<file path="config.mk">
export PLATFORM = sky130hd
export DESIGN_NAME = ospl_clock_select
export DESIGN_NICKNAME = d
export VERILOG_FILES = /design/src/common/ospl_pkg.sv /design/src/common/ospl_div_if.sv /design/src/core/ospl_divider.sv /design/src/core/ospl_clock_select.sv
export SDC_FILE = /design/constraint.sdc
export NUM_CORES = 1
export LEC_CHECK = 0
export BUFFER_PORTS_ARGS = -buffer_cell sky130_fd_sc_hd__clkbuf_2
export CAP_MARGIN = 20
export CORE_MARGIN = 2
export CORE_UTILIZATION = 57
export DETAILED_ROUTE_END_ITERATION = 10
export PLACE_DENSITY_LB_ADDON = 0.12
export SYNTH_ARGS = -nofsm -noshare
export SYNTH_HDL_FRONTEND = slang
export SYNTH_HIERARCHICAL = 1
export SYNTH_SLANG_ARGS = --single-unit
export TNS_END_PERCENT = 30
</file>
<file path="constraint.sdc">
create_clock -name clock -period 3.4 [get_ports clock]
set_input_delay 0.85 -clock clock [delete_from_list [all_inputs] [get_ports clock]]
set_output_delay 0.85 -clock clock [all_outputs]
set_load 0.005 [all_outputs]
</file>
<file path="src/common/ospl_pkg.sv">
// Package: encodings, reset values and division constants for the clock selector
package ospl_pkg;

    // ------------------------------------------------------------
    // Initial oscillator select encodings
    // ------------------------------------------------------------
    typedef enum logic [2:0] {
        OSPL_SRC_FAST       = 3'h0,
        OSPL_SRC_FAST_PLL   = 3'h1,
        OSPL_SRC_PRI        = 3'h2,
        OSPL_SRC_PRI_PLL    = 3'h3,
        OSPL_SRC_SEC        = 3'h4,
        OSPL_SRC_LOWP       = 3'h5,
        OSPL_SRC_FAST_DIV16 = 3'h6,
        OSPL_SRC_FAST_DIVN  = 3'h7
    } ospl_src_type;

    // ------------------------------------------------------------
    // Primary submode encodings
    // ------------------------------------------------------------
    typedef enum logic [1:0] {
        OSPL_PRI_EC  = 2'h0,
        OSPL_PRI_XT  = 2'h1,
        OSPL_PRI_HS  = 2'h2,
        OSPL_PRI_RSV = 2'h3
    } ospl_pri_type;

    // ------------------------------------------------------------
    // Field widths and reset values
    // ------------------------------------------------------------
    localparam int          OSPL_CNT_W        = 10;
    localparam logic [2:0]  OSPL_ERASED_SEL   = 3'h7;
    localparam logic [1:0]  OSPL_POST_DIV2    = 2'h0;
    localparam logic [1:0]  OSPL_POST_DIV4    = 2'h1;
    localparam logic [1:0]  OSPL_POST_RSV     = 2'h2;
    localparam logic [1:0]  OSPL_POST_DIV8    = 2'h3;
    localparam logic [2:0]  OSPL_FAST_DIV256  = 3'h7;
    localparam logic [2:0]  OSPL_FAST_DIV16   = 3'h4;
    localparam logic [9:0]  OSPL_PRE_OFFSET   = 10'h002;
    localparam logic [9:0]  OSPL_FB_OFFSET    = 10'h002;
    localparam logic [9:0]  OSPL_LOG_DIV256   = 10'h008;
    localparam logic [9:0]  OSPL_FCY_DIV      = 10'h002;
    localparam logic [1:0]  OSPL_SETTLE_CYC   = 2'h3;

endpackage

</file>
<file path="src/common/ospl_div_if.sv">
// Interface: request and result of one clock divider stage
`timescale 1ns/100ps
`default_nettype none
interface ospl_div_if;
    logic       tick_in;   // Input clock event
    logic [9:0] ratio;     // Divide ratio, at least 1
    logic       tick_out;  // Output clock event
    logic       level;     // Divided square wave

    // Stage side
    modport stage (input tick_in, input ratio, output tick_out, output level);
    // User side
    modport user (output tick_in, output ratio, input tick_out, input level);
endinterface
`default_nettype wire

</file>
<file path="src/core/ospl_divider.sv">
// Divider stage: counts input ticks and emits one tick per ratio
`timescale 1ns/100ps
`default_nettype none
module ospl_divider
    import ospl_pkg::*;
(
    // Clock and reset
    input  wire logic clock,
    input  wire logic rst,
    // Divider carrier
    ospl_div_if.stage dv
);
    // ------------------------------------------------------------
    // Counter state
    // ------------------------------------------------------------
    logic [9:0] cnt_ff;       // Ticks seen in this period
    logic [9:0] nxt_cnt;      // Next count
    logic       tick_ff;      // Output tick
    logic       nxt_tick;     // Next output tick
    logic       level_ff;     // Square wave output
    logic       nxt_level;    // Next square wave

    assign dv.tick_out = tick_ff;
    assign dv.level    = level_ff;

    // Next state: wrap at ratio, toggle level at half and end
    always_comb begin
        nxt_cnt   = cnt_ff;
        nxt_tick  = 1'b0;
        nxt_level = level_ff;
        if (dv.tick_in) begin
            if (cnt_ff + 10'h001 >= dv.ratio) begin
                nxt_cnt   = '0;
                nxt_tick  = 1'b1;
                nxt_level = 1'b1;
            end else begin
                nxt_cnt = cnt_ff + 10'h001;
                if (nxt_cnt >= (dv.ratio >> 1)) begin
                    nxt_level = 1'b0;
                end
            end
        end
    end

    // Register stage
    always_ff @(posedge clock) begin
        if (rst) begin
            cnt_ff   <= '0;
            tick_ff  <= 1'b0;
            level_ff <= 1'b0;
        end else begin
            cnt_ff   <= nxt_cnt;
            tick_ff  <= nxt_tick;
            level_ff <= nxt_level;
        end
    end
endmodule
`default_nettype wire

</file>
<file path="src/core/ospl_clock_select.sv">
// Clock source selector with PLL factor and fast RC postscaler logic
`timescale 1ns/100ps
`default_nettype none

module ospl_clock_select
    import ospl_pkg::*;
(
    // Clock and reset
    input  wire logic        clock,
    input  wire logic        rst,
    // Source clock events, one-cycle pulses
    input  wire logic        fast_rc_osc_tick,
    input  wire logic        primary_osc_tick,
    input  wire logic        secondary_osc_tick,
    input  wire logic        low_power_rc_osc_tick,
    input  wire logic        pll_vco_tick,
    // Nonvolatile configuration straps
    input  wire logic [2:0]  initial_osc_sel,
    input  wire logic [1:0]  primary_osc_submode,
    input  wire logic        osc2_pin_function_cfg,
    // Software controls
    input  wire logic [2:0]  fast_rc_postscale_sel,
    input  wire logic [4:0]  pll_input_div_sel,
    input  wire logic [8:0]  pll_feedback_mult_sel,
    input  wire logic [1:0]  pll_output_div_sel,
    input  wire logic [5:0]  fast_rc_tune,
    // Status and derived clocks
    output logic [2:0]       current_osc,
    output logic [1:0]       current_submode,
    output logic             pll_active,
    output logic [5:0]       fast_rc_trim,
    output logic [9:0]       prescale_factor,
    output logic [9:0]       feedback_factor,
    output logic [9:0]       postscale_factor,
    output logic             pll_input_clock,
    output logic             osc_clock_tick,
    output logic             instr_clock,
    output logic             ref_clock_tick,
    output logic             osc2_is_gpio,
    output logic             dependent_rst
);
    // ------------------------------------------------------------
    // Decode functions
    // ------------------------------------------------------------
    // Fast RC postscale ratio
    function automatic logic [9:0] fast_ratio(input logic [2:0] sel);
        if (sel == OSPL_FAST_DIV256) begin
            fast_ratio = 10'h001 << OSPL_LOG_DIV256;
        end else begin
            fast_ratio = 10'h001 << sel;
        end
    endfunction

    // PLL postscale ratio; reserved code holds the divide by 4
    function automatic logic [9:0] post_ratio(input logic [1:0] sel);
        unique case (sel)
            OSPL_POST_DIV2: post_ratio = 10'h002;
            OSPL_POST_DIV8: post_ratio = 10'h008;
            default:        post_ratio = 10'h004;
        endcase
    endfunction

    // Source uses the PLL
    function automatic logic uses_pll(input logic [2:0] s);
        uses_pll = (s == OSPL_SRC_FAST_PLL) || (s == OSPL_SRC_PRI_PLL);
    endfunction

    // ------------------------------------------------------------
    // Start-up sequence state
    // ------------------------------------------------------------
    typedef enum logic [1:0] {
        OSPL_ST_LOAD,
        OSPL_ST_SETTLE,
        OSPL_ST_RUN
    } ospl_state_type;

    ospl_state_type state_ff;       // Start-up state
    ospl_state_type nxt_state;      // Next state
    logic [2:0]     src_ff;         // Latched source
    logic [2:0]     nxt_src;        // Next source
    logic [1:0]     sub_ff;         // Latched submode
    logic [1:0]     nxt_sub;        // Next submode
    logic           pin_ff;         // Latched pin function
    logic           nxt_pin;        // Next pin function
    logic [1:0]     settle_ff;      // Settle counter
    logic [1:0]     nxt_settle;     // Next settle count
    logic           drst_ff;        // Dependent reset
    logic           nxt_drst;       // Next dependent reset
    logic           osc_tick;       // Selected oscillator output event
    logic           pll_src;        // Raw clock into the PLL

    // Next state: catch straps after release, then wait for source
    always_comb begin
        nxt_state  = state_ff;
        nxt_src    = src_ff;
        nxt_sub    = sub_ff;
        nxt_pin    = pin_ff;
        nxt_settle = settle_ff;
        nxt_drst   = drst_ff;
        unique case (state_ff)
            OSPL_ST_LOAD: begin
                nxt_src   = initial_osc_sel;
                nxt_sub   = primary_osc_submode;
                nxt_pin   = osc2_pin_function_cfg;
                nxt_state = OSPL_ST_SETTLE;
            end
            OSPL_ST_SETTLE: begin
                // Count source ticks so the selection really drives out
                if (osc_tick) begin
                    nxt_settle = settle_ff + 2'h1;
                end
                if (settle_ff == OSPL_SETTLE_CYC) begin
                    nxt_state = OSPL_ST_RUN;
                    nxt_drst  = 1'b0;
                end
            end
            OSPL_ST_RUN: begin
                nxt_drst = 1'b0;
            end
        endcase
    end

    // Register start-up state; erased-strap default before load
    always_ff @(posedge clock) begin
        if (rst) begin
            state_ff  <= OSPL_ST_LOAD;
            src_ff    <= OSPL_ERASED_SEL;
            sub_ff    <= OSPL_PRI_EC;
            pin_ff    <= 1'b0;
            settle_ff <= '0;
            drst_ff   <= 1'b1;
        end else begin
            state_ff  <= nxt_state;
            src_ff    <= nxt_src;
            sub_ff    <= nxt_sub;
            pin_ff    <= nxt_pin;
            settle_ff <= nxt_settle;
            drst_ff   <= nxt_drst;
        end
    end

    // ------------------------------------------------------------
    // Fast RC postscaler and divide-by-16 stage
    // ------------------------------------------------------------
    ospl_div_if fast_dv ();
    assign fast_dv.tick_in = fast_rc_osc_tick;
    assign fast_dv.ratio   = (src_ff == OSPL_SRC_FAST_DIV16) ? fast_ratio(OSPL_FAST_DIV16)
                                                             : fast_ratio(fast_rc_postscale_sel);
    ospl_divider u_fast_div (
        .clock (clock),
        .rst   (rst),
        .dv    (fast_dv)
    );

    // PLL output postscaler carrier on VCO ticks, ahead of the multiplexer that reads it
    ospl_div_if post_dv ();
    assign post_dv.tick_in = pll_vco_tick;
    assign post_dv.ratio   = post_ratio(pll_output_div_sel);

    // ------------------------------------------------------------
    // Source multiplexer
    // ------------------------------------------------------------
    // Pick the oscillator output; PLL modes use the VCO path
    always_comb begin
        pll_src = (src_ff == OSPL_SRC_PRI_PLL) ? primary_osc_tick : fast_rc_osc_tick;
        unique case (src_ff)
            OSPL_SRC_FAST:       osc_tick = fast_rc_osc_tick;
            OSPL_SRC_PRI:        osc_tick = primary_osc_tick;
            OSPL_SRC_SEC:        osc_tick = secondary_osc_tick;
            OSPL_SRC_LOWP:       osc_tick = low_power_rc_osc_tick;
            OSPL_SRC_FAST_DIV16: osc_tick = fast_dv.tick_out;
            OSPL_SRC_FAST_DIVN:  osc_tick = fast_dv.tick_out;
            default:            osc_tick = post_dv.tick_out;
        endcase
    end

    // ------------------------------------------------------------
    // Instruction clock halver on oscillator ticks
    // ------------------------------------------------------------
    ospl_div_if fcy_dv ();
    assign fcy_dv.tick_in  = osc_tick;
    assign fcy_dv.ratio    = OSPL_FCY_DIV;
    ospl_divider u_fcy_div (
        .clock (clock),
        .rst   (rst),
        .dv    (fcy_dv)
    );

    // ------------------------------------------------------------
    // Registered outputs
    // ------------------------------------------------------------
    logic [9:0] nxt_pre;    // Prescale factor
    logic [9:0] nxt_fb;     // Feedback factor
    logic [9:0] nxt_post;   // Postscale factor

    // Factor arithmetic for the analog loop: out = in * feedback / (prescale * postscale)
    always_comb begin
        nxt_pre  = {5'h00, pll_input_div_sel} + OSPL_PRE_OFFSET;
        nxt_fb   = {1'b0, pll_feedback_mult_sel} + OSPL_FB_OFFSET;
        nxt_post = post_ratio(pll_output_div_sel);
    end

    // Register every output; dividers restart with the block
    always_ff @(posedge clock) begin
        if (rst) begin
            current_osc      <= OSPL_ERASED_SEL;
            current_submode  <= OSPL_PRI_EC;
            pll_active       <= 1'b0;
            fast_rc_trim     <= '0;
            prescale_factor  <= OSPL_PRE_OFFSET;
            feedback_factor  <= OSPL_FB_OFFSET;
            postscale_factor <= post_ratio(OSPL_POST_DIV4);
            pll_input_clock  <= 1'b0;
            osc_clock_tick   <= 1'b0;
            instr_clock      <= 1'b0;
            ref_clock_tick   <= 1'b0;
            osc2_is_gpio     <= 1'b0;
            dependent_rst    <= 1'b1;
        end else begin
            current_osc      <= src_ff;
            current_submode  <= sub_ff;
            pll_active       <= uses_pll(src_ff);
            fast_rc_trim     <= fast_rc_tune;
            prescale_factor  <= nxt_pre;
            feedback_factor  <= nxt_fb;
            postscale_factor <= nxt_post;
            pll_input_clock  <= uses_pll(src_ff) & pll_src;
            osc_clock_tick   <= osc_tick;
            instr_clock      <= fcy_dv.level;
            ref_clock_tick   <= low_power_rc_osc_tick;
            osc2_is_gpio     <= pin_ff;
            dependent_rst    <= drst_ff;
        end
    end

    ospl_divider u_post_div (
        .clock (clock),
        .rst   (rst),
        .dv    (post_dv)
    );
endmodule
`default_nettype wire

</file>
# == After elaboration in Yosys (flattened, before gate mapping) ==
# Index checks and enable logic that the tools add are counted.
# Widths: inputs -> output; s select.
# totals
wordCells,82
reg_bits,92
out_inout_bits,48
in_bits,38
# op_classes
addsub,6
order_cmp,4
shift,1
eq_ne,13
muxes,16
reduce_logical,14
n_bitwise,3
# ops
operator,count
$mux 10,5
$add 10x1->10 const B,3
$eq 3x3->1 const B,5
$add 9x2->10 const B,1
$ge 10x1->1 const B,1
$ge 10x10->1,1
$ge 10x2->1 const B,1
$ge 10x4->1,1
$shl 1x3->10 const A,1
$pmux 4 s2,1
$reduce_and 2->1,4
$add 5x2->6 const B,1
$eq 2x2->1 const B,3
$eq 3x2->1 const B,2
$mux 1,6
$reduce_bool 2->1,3
$reduce_or 2->1,3
$pmux 1 s5,1
$logic_not 2->1,2
$pmux 2 s2,1
$eq 3x1->1 const B,1
$logic_not 3->1,1
$add 2x1->2 const B,1
$eq 2x1->1 const B,1
6 further kinds,7

# == Longest topological paths before layout ==
# Gate-level depths: netlist of the first run.
# logic_depth
depth_word,5
mapped_depth,12
mapped_depth_nobuf,11

# == Hierarchy ==
# Netlist of the first run, hierarchy kept.
# by_module_without_submodules
mod,area_per_inst_um2,seq_area_each_um2,instances,cells_per_inst
ospl_divider,1064.8,240.2,3,127
ospl_clock_select,1795.5,960.9,1,187

# == Worst setup path after synthesis of the first run ==
# OpenSTA, ideal clock, no wires.
# synth_path
kind,input -> register
from,in fast_rc_postscale_sel[2]
to,reg u_fast_div.cnt_ff[8]
cell_stages,9
required_time_ns,3.329
path_buffers,1
t_arrival_ns,2.428
setup_slack_ns,0.902
setup_ns,0.071
cell_sequence,nand2b_1 -> nor3_1 -> ha_1 -> nand2b_1 -> a211oi_1 -> o211ai_1 -> a211o_1 -> clkbuf_1 -> a21oi_1
# synth_between
elab_chain_cells,5
elab_cells_between_ends,6
cone_classes,order compare (1); eq/ne (1); shift (1); mux (3)
# synth_lines
element,line_no,text
start: declaration,ospl_clock_select.sv:22,"input wire logic [2:0] fast_rc_postscale_sel,"
$eq 3x3->1 or $shl 1x3->10 (tied branches),"ospl_clock_select.sv:47, ospl_clock_select.sv:50",
$mux 10 *,ospl_clock_select.sv:47,if (sel == OSPL_FAST_DIV256) begin
$mux 10 *,ospl_clock_select.sv:147,assign fast_dv.ratio = (src_ff == OSPL_SRC_FAST_DIV16) ? fast_ratio(OSPL_FAST_DIV16)
net fast_dv.ratio[0],ospl_div_if.sv:6,logic [9:0] ratio;
$ge 10x10->1 *,ospl_divider.sv:32,if (cnt_ff + 10'h001 >= dv.ratio) begin
$mux 10 *,ospl_divider.sv:32,
end signal: assignment,ospl_divider.sv:52,cnt_ff <= nxt_cnt;
end: declaration,ospl_divider.sv:16,logic [9:0] cnt_ff;
# Mark *: on every way through the listed nets, which the timed path passes. The rest lies on a longest branch.
# A chain may end at the register's enable or synchronous reset.

# == Worst setup path in the final report of the first run ==
# layout_path
from,reg u_fcy_div.cnt_ff[2]
to,reg u_fcy_div.cnt_ff[8]
# layout_between
elab_chain_cells,3
# layout_lines
element,line_no
start: declaration,ospl_divider.sv:16
start signal: assignment,ospl_divider.sv:52
$add 10x1->10 *,"ospl_divider.sv:32, ospl_divider.sv:37"
$ge 10x2->1,ospl_divider.sv:32
$mux 10 *,ospl_divider.sv:32
# Every way passes the cells marked *; elsewhere a longest branch is shown, timed or not.

==> results of run 1 <==
[critical path: cells and delay by family (launching register included)]
| family | cells | cell delay (ps) |
|---|---|---|
| compound gates | 4 | 920 |
| simple gates | 2 | 620 |
| xor+xnor | 1 | 240 |
| fa+ha+maj | 1 | 280 |
| flops | 1 | 490 |
[cell usage in the layout (no fill, tap or decap), drive strengths merged, types with 15 or more instances in the layout]
cell     n
clkbuf  83
dfxtp   81
nor2    53
ha      47
inv     38
nand2   34
xor2    33
conb    31
a21oi   27
nand3   25
xnor2   20
nor2b   20
o21ai   15
[sequential cells by signal, indices dropped and copies added, names as in the netlist, 2 cells and up]
signal             flops
feedback_factor       10
u_fast_div/cnt_ff     10
u_fcy_div/cnt_ff      10
u_post_div/cnt_ff     10
fast_rc_trim           6
prescale_factor        6
current_osc            3
postscale_factor       3
src_ff                 3
current_submode        2
settle_ff              2
state_ff               2
sub_ff                 2
[power by group]
group / switching (mW) / total (mW) / internal, mW / leakage, nW
Combinational: 0.131 / 0.242 / 0.110 / 1.54
Clock: 0.371 / 0.724 / 0.353 / 0.103
Sequential: 0.0278 / 1.01 / 0.986 / 0.664
Total: 0.530 / 1.98 / 1.45 / 2.31
[area by class of cell]
class / instances / area, µm²
Multi-Input combinational cell: 388 / 2600
Timing Repair Buffer: 76 / 385
Tap cell: 102 / 128
Sequential cell: 81 / 1620
Inverter: 35 / 131
Clock buffer: 9 / 124
Fill cell: 685 / 2570
Clock inverter: 7 / 83.8
[routing by layer]
| layer | routed length, µm | GRT usage [%] | vias up |
|---|---|---|---|
| met2 | 3830 | 32.6 | 69 |
| met4 | 87 | 6.47 | 0 |
| met5 | 0 | 0 | - |
| met1 | 3830 | 24.0 | 1594 |
| li1 | - | - | 1843 |
| met3 | 386 | 4.39 | 10 |
[worst max path at each step]
| stage | from | end | slack [ps] | depth (start not counted) |
|---|---|---|---|---|
| after floorplan | fast_rc_postscale_sel[2] | u_fast_div/cnt_ff[8]$_SDFFE_PP0P_ | 900 | 9 |
| after global placement | fast_rc_osc_tick | u_fcy_div/cnt_ff[9]$_SDFFE_PP0P_ | 620 | 8 |
| after detailed placement | fast_rc_osc_tick | u_fcy_div/cnt_ff[9]$_SDFFE_PP0P_ | 500 | 8 |
| after CTS | u_fcy_div/cnt_ff[0]$_SDFFE_PP0P_ | u_fcy_div/cnt_ff[8]$_SDFFE_PP0P_ | 790 | 9 |
| after global routing | u_fcy_div/cnt_ff[0]$_SDFFE_PP0P_ | u_fcy_div/cnt_ff[6]$_SDFFE_PP0P_ | 620 | 9 |
| final | u_fcy_div/cnt_ff[2]$_SDFFE_PP0P_ | u_fcy_div/cnt_ff[8]$_SDFFE_PP0P_ | 780 | 8 |
[stage by stage]
step | instance area, µm² | worst slack, ps | std cells | power, mW | utilization (%)
6_report | 5070 | 785 | 698 | 1.98 | 66.3
5_1_grt | 5070 | 622 | 698 | 2.09 | 66.3
4_1_cts | 5070 | 788 | 698 | 2.01 | 66.3
3_5_place_dp | 4870 | 502 | 682 | 1.28 | 63.6
3_3_place_gp | 4870 | 618 | 682 | 1.27 | 63.6
2_1_floorplan | 4570 | 902 | 539 | 1.20 | -
==> flow_metrics.tcl, run 1 <==
set metrics [dict create \
    hold_depth 1 \
    avgSynthCellArea_um2 8.75 \
    max-cap-violations 0 \
    start_kind "register" \
    drt_pass1_iterations 4 \
    reg2reg_depth 8 \
    min_period_over_period_pct 76.9 \
    p_leak_nw 2.31 \
    die_y_um 92.5 \
    dr_total_vias 3516 \
    fp.dieW_um 92.5 \
    wire_per_inst_um 11.6 \
    wl_um 8130 \
    drc 0 \
    synth_area_um2 4460 \
    path_cells "and4_4 > and4_1 > xor2_1 > ha_1 > a21oi_1 > o211ai_1 > a211o_1 > a21oi_1" \
    numCtsBuffers 9 \
    antenna_left 0 \
    syn_inst 510 \
    r2r-start "u_fcy_div/cnt_ff[2]$_SDFFE_PP0P_" \
    yosysWarnings 6 \
    grt_remaining_overflow 0 \
    cp_slowest_stage_delay_ps 490 \
    post_cts_buffers 0 \
    tightest_slew_ps 639 \
    powerDensity_nw_per_um2 390 \
    min_to "dependent_rst$_SDFF_PP1_" \
    whs_ps 454 \
    io_buffer_count 74 \
    core_um2 7650 \
    critPathCaptureType "register" \
    critPathSlowestCell "dfxtp_1" \
    cts_buffer_depth 2 \
    cts_hold_buffers 0 \
    fin_nets 676 \
    fin_tns_setup_ps 0 \
    cts.sinks 81 \
    area_growth_pct 13.7 \
    drive_above_1_share_pct 17.4 \
    dp_hpwl_um 6250 \
    r2r_slack_ps 780 \
    grt_pass1_wl_um 13500 \
    io_pins 86 \
    grt.total_usage_pct 19.2 \
    worstReg2RegEnd "u_fcy_div/cnt_ff[8]$_SDFFE_PP0P_" \
    drv_slew 0 \
    crit_required_ps 3690 \
    dieArea_um2 8550 \
    timing.fmax_mhz 382 \
    clk_pin_slew_ps 90 \
    cts_tree "done" \
    grt_max_degree 27 \
    status "completed" \
    antenna_found_initial 0 \
    diodes 0 \
    grt_pass1_vias 3195 \
    drt_iter0_drc 100 \
    finalHoldViolations 0 \
    h-tree-depth 3 \
    rsz0062_at_grt "no" \
    rows 32 \
    relSlewSlack_pct 57.2 \
    cts_resized 0 \
    period_minus_slack_ps 2620 \
    clock_skew_ps 10.4 \
    crit_top_cell "a21oi_1" \
    gp_congestion 0.808 \
    min_from "drst_ff$_SDFFE_PP1P_" \
    start_util_pct 58.4 \
    worstPathMaxFanout 10 \
    ir_drop_mv 0.211 \
    cts_root_buf "clkbuf_8" \
    crit_type "register to register" \
    crit_arrival_ps 2900 \
    finalSetupViolations 0 \
    routed_via_density 5.04 \
    clkLatencyLatePin_ps 350 \
    hp-class "register to register" \
]
No activity file was read; power rests on OpenSTA's default activity.
==> run 2, diff against run 1 <==
clock period = 2.7 ns   (was 3.4 ns; I/O delays follow)
==> flow_metrics.tcl, run 2 (same netlist as run 1, synthesis figures left out) <==
set metrics [dict create \
    status "completed" \
    cp_slowest_stage_delay_ps 410 \
    drv_slew 0 \
    finalHoldViolations 0 \
    finalSetupViolations 0 \
    h-tree-depth 3 \
    dp.cells 692 \
    stdcell_count 708 \
    drc 0 \
    cts_resized 0 \
    clock_skew_ps 9.16 \
    die_y_um 92.5 \
    grt.total_usage_pct 21.3 \
    fin_tns_setup_ps 0 \
    ir_drop_mv 0.237 \
    diodes 0 \
    gp_congestion 0.846 \
    antenna_found_initial 0 \
    cts_hold_buffers 0 \
    drt_pass1_iterations 4 \
    rows 32 \
    fp.dieW_um 92.5 \
    crit_family "compound AO/OA/AOI/OAI gates" \
    power_mw 2.52 \
    whs_ps 461 \
    post-route-util_pct 67.4 \
    numCtsBuffers 9 \
    crit_type "register to register" \
    cts_tree "done" \
    p_leak_nw 2.36 \
    timing.fmax_mhz 409 \
    critPathCaptureType "register" \
    antenna_left 0 \
    routed_via_density 5.06 \
    grt_remaining_overflow 0 \
    start_util_pct 58.4 \
    grt_max_degree 25 \
    drt_iter0_drc 86 \
    post_cts_buffers 0 \
    tightest_slew_ps 549 \
    final_cell_mix "dfxtp_1, clkbuf_2, nor2_1, ha_1" \
    dr_total_vias 3583 \
    hp-class "register to register" \
    path_cells "and4_4 > and4_1 > xor2_1 > ha_1 > a21oi_1 > o211ai_1 > a211o_2 > a21oi_1" \
    cp_num_buf_inv 0 \
    dieArea_um2 8550 \
    mostFrequentLayoutCell "dfxtp_1" \
    min_period_over_period_pct 90.5 \
    worstPathMaxFanout 10 \
    relSlewSlack_pct 63.3 \
    nFillCells 672 \
    critPathSlowestCell "dfxtp_1" \
    area_growth_pct 15.5 \
    clkLatencyLatePin_ps 360 \
    grt_pass1_vias 3510 \
    period_minus_slack_ps 2440 \
    cts_root_buf "clkbuf_8" \
    core_um2 7650 \
    crit_arrival_ps 2740 \
    fin_nets 686 \
    cts_buffer_depth 2 \
    rsz0062_at_grt "no" \
    crit_top_cell "a21oi_1" \
    max-cap-violations 0 \
    drive_above_1_share_pct 19.0 \
    cts.sinks 81 \
    wire_per_inst_um 12.1 \
    io_buffer_count 74 \
    crit_required_ps 3000 \
    wl_um 8540 \
    dp_hpwl_um 6520 \
    powerDensity_nw_per_um2 490 \
    grt_pass1_wl_um 14800 \
    start_kind "register" \
    io_pins 86 \
    clk_pin_slew_ps 90 \
]
## run 2: cell count changes in the layout (fill, tap and decap cells not counted), sizes merged
| cell | change |
|---|---|
| clkbuf | +1 |
| clkinv | +1 |
| inv | -2 |
| buf | +10 |
## run 2: worst paths after layout
check	from	to	slack [ps]	cells after the start
hold / removal	drst_ff$_SDFFE_PP1P_	dependent_rst$_SDFF_PP1_	460	1
hold reg to reg	drst_ff$_SDFFE_PP1P_	dependent_rst$_SDFF_PP1_	460	1
setup reg to reg	u_fcy_div/cnt_ff[4]$_SDFFE_PP0P_	u_fcy_div/cnt_ff[8]$_SDFFE_PP0P_	260	8
setup / recovery	u_fcy_div/cnt_ff[4]$_SDFFE_PP0P_	u_fcy_div/cnt_ff[8]$_SDFFE_PP0P_	260	8
## run 2: layout make-up
| class | count | area, µm² | area share (%) |
|---|---|---|---|
| clock buffer | 10 | 138 | 2.67 |
| timing repair buffer | 86 | 460 | 8.93 |
| inverter | 35 | 131 | 2.55 |
| tap | 102 | 128 | 2.48 |
| sequential | 81 | 1620 | 31.5 |
| clock inverter | 6 | 75.1 | 1.46 |
| multi-input combinational | 388 | 2600 | 50.5 |
## run 2: layer usage
metal	wire (µm)	track usage, %
met2	4130	37.3
met4	110	8.58
met5	0	0
met1	3950	25.1
met3	355	4.64
## run 2: where the power goes
| part | leakage (nW) | internal (mW) | total [mW] | switching [mW] |
|---|---|---|---|---|
| sequential | 0.664 | 1.24 | 1.27 | 0.0306 |
| clock | 0.105 | 0.465 | 0.929 | 0.465 |
| combinational | 1.59 | 0.146 | 0.322 | 0.175 |
| total | 2.36 | 1.85 | 2.52 | 0.671 |
## run 2: through the flow
| step | instance area, µm² | worst slack [ps] |
|---|---|---|
| floorplan | 4570 | 296 |
| global placement | 4940 | 225 |
| detailed placement | 4940 | 148 |
| CTS | 5150 | 218 |
| global route | 5150 | 36.4 |
| finish | 5150 | 256 |
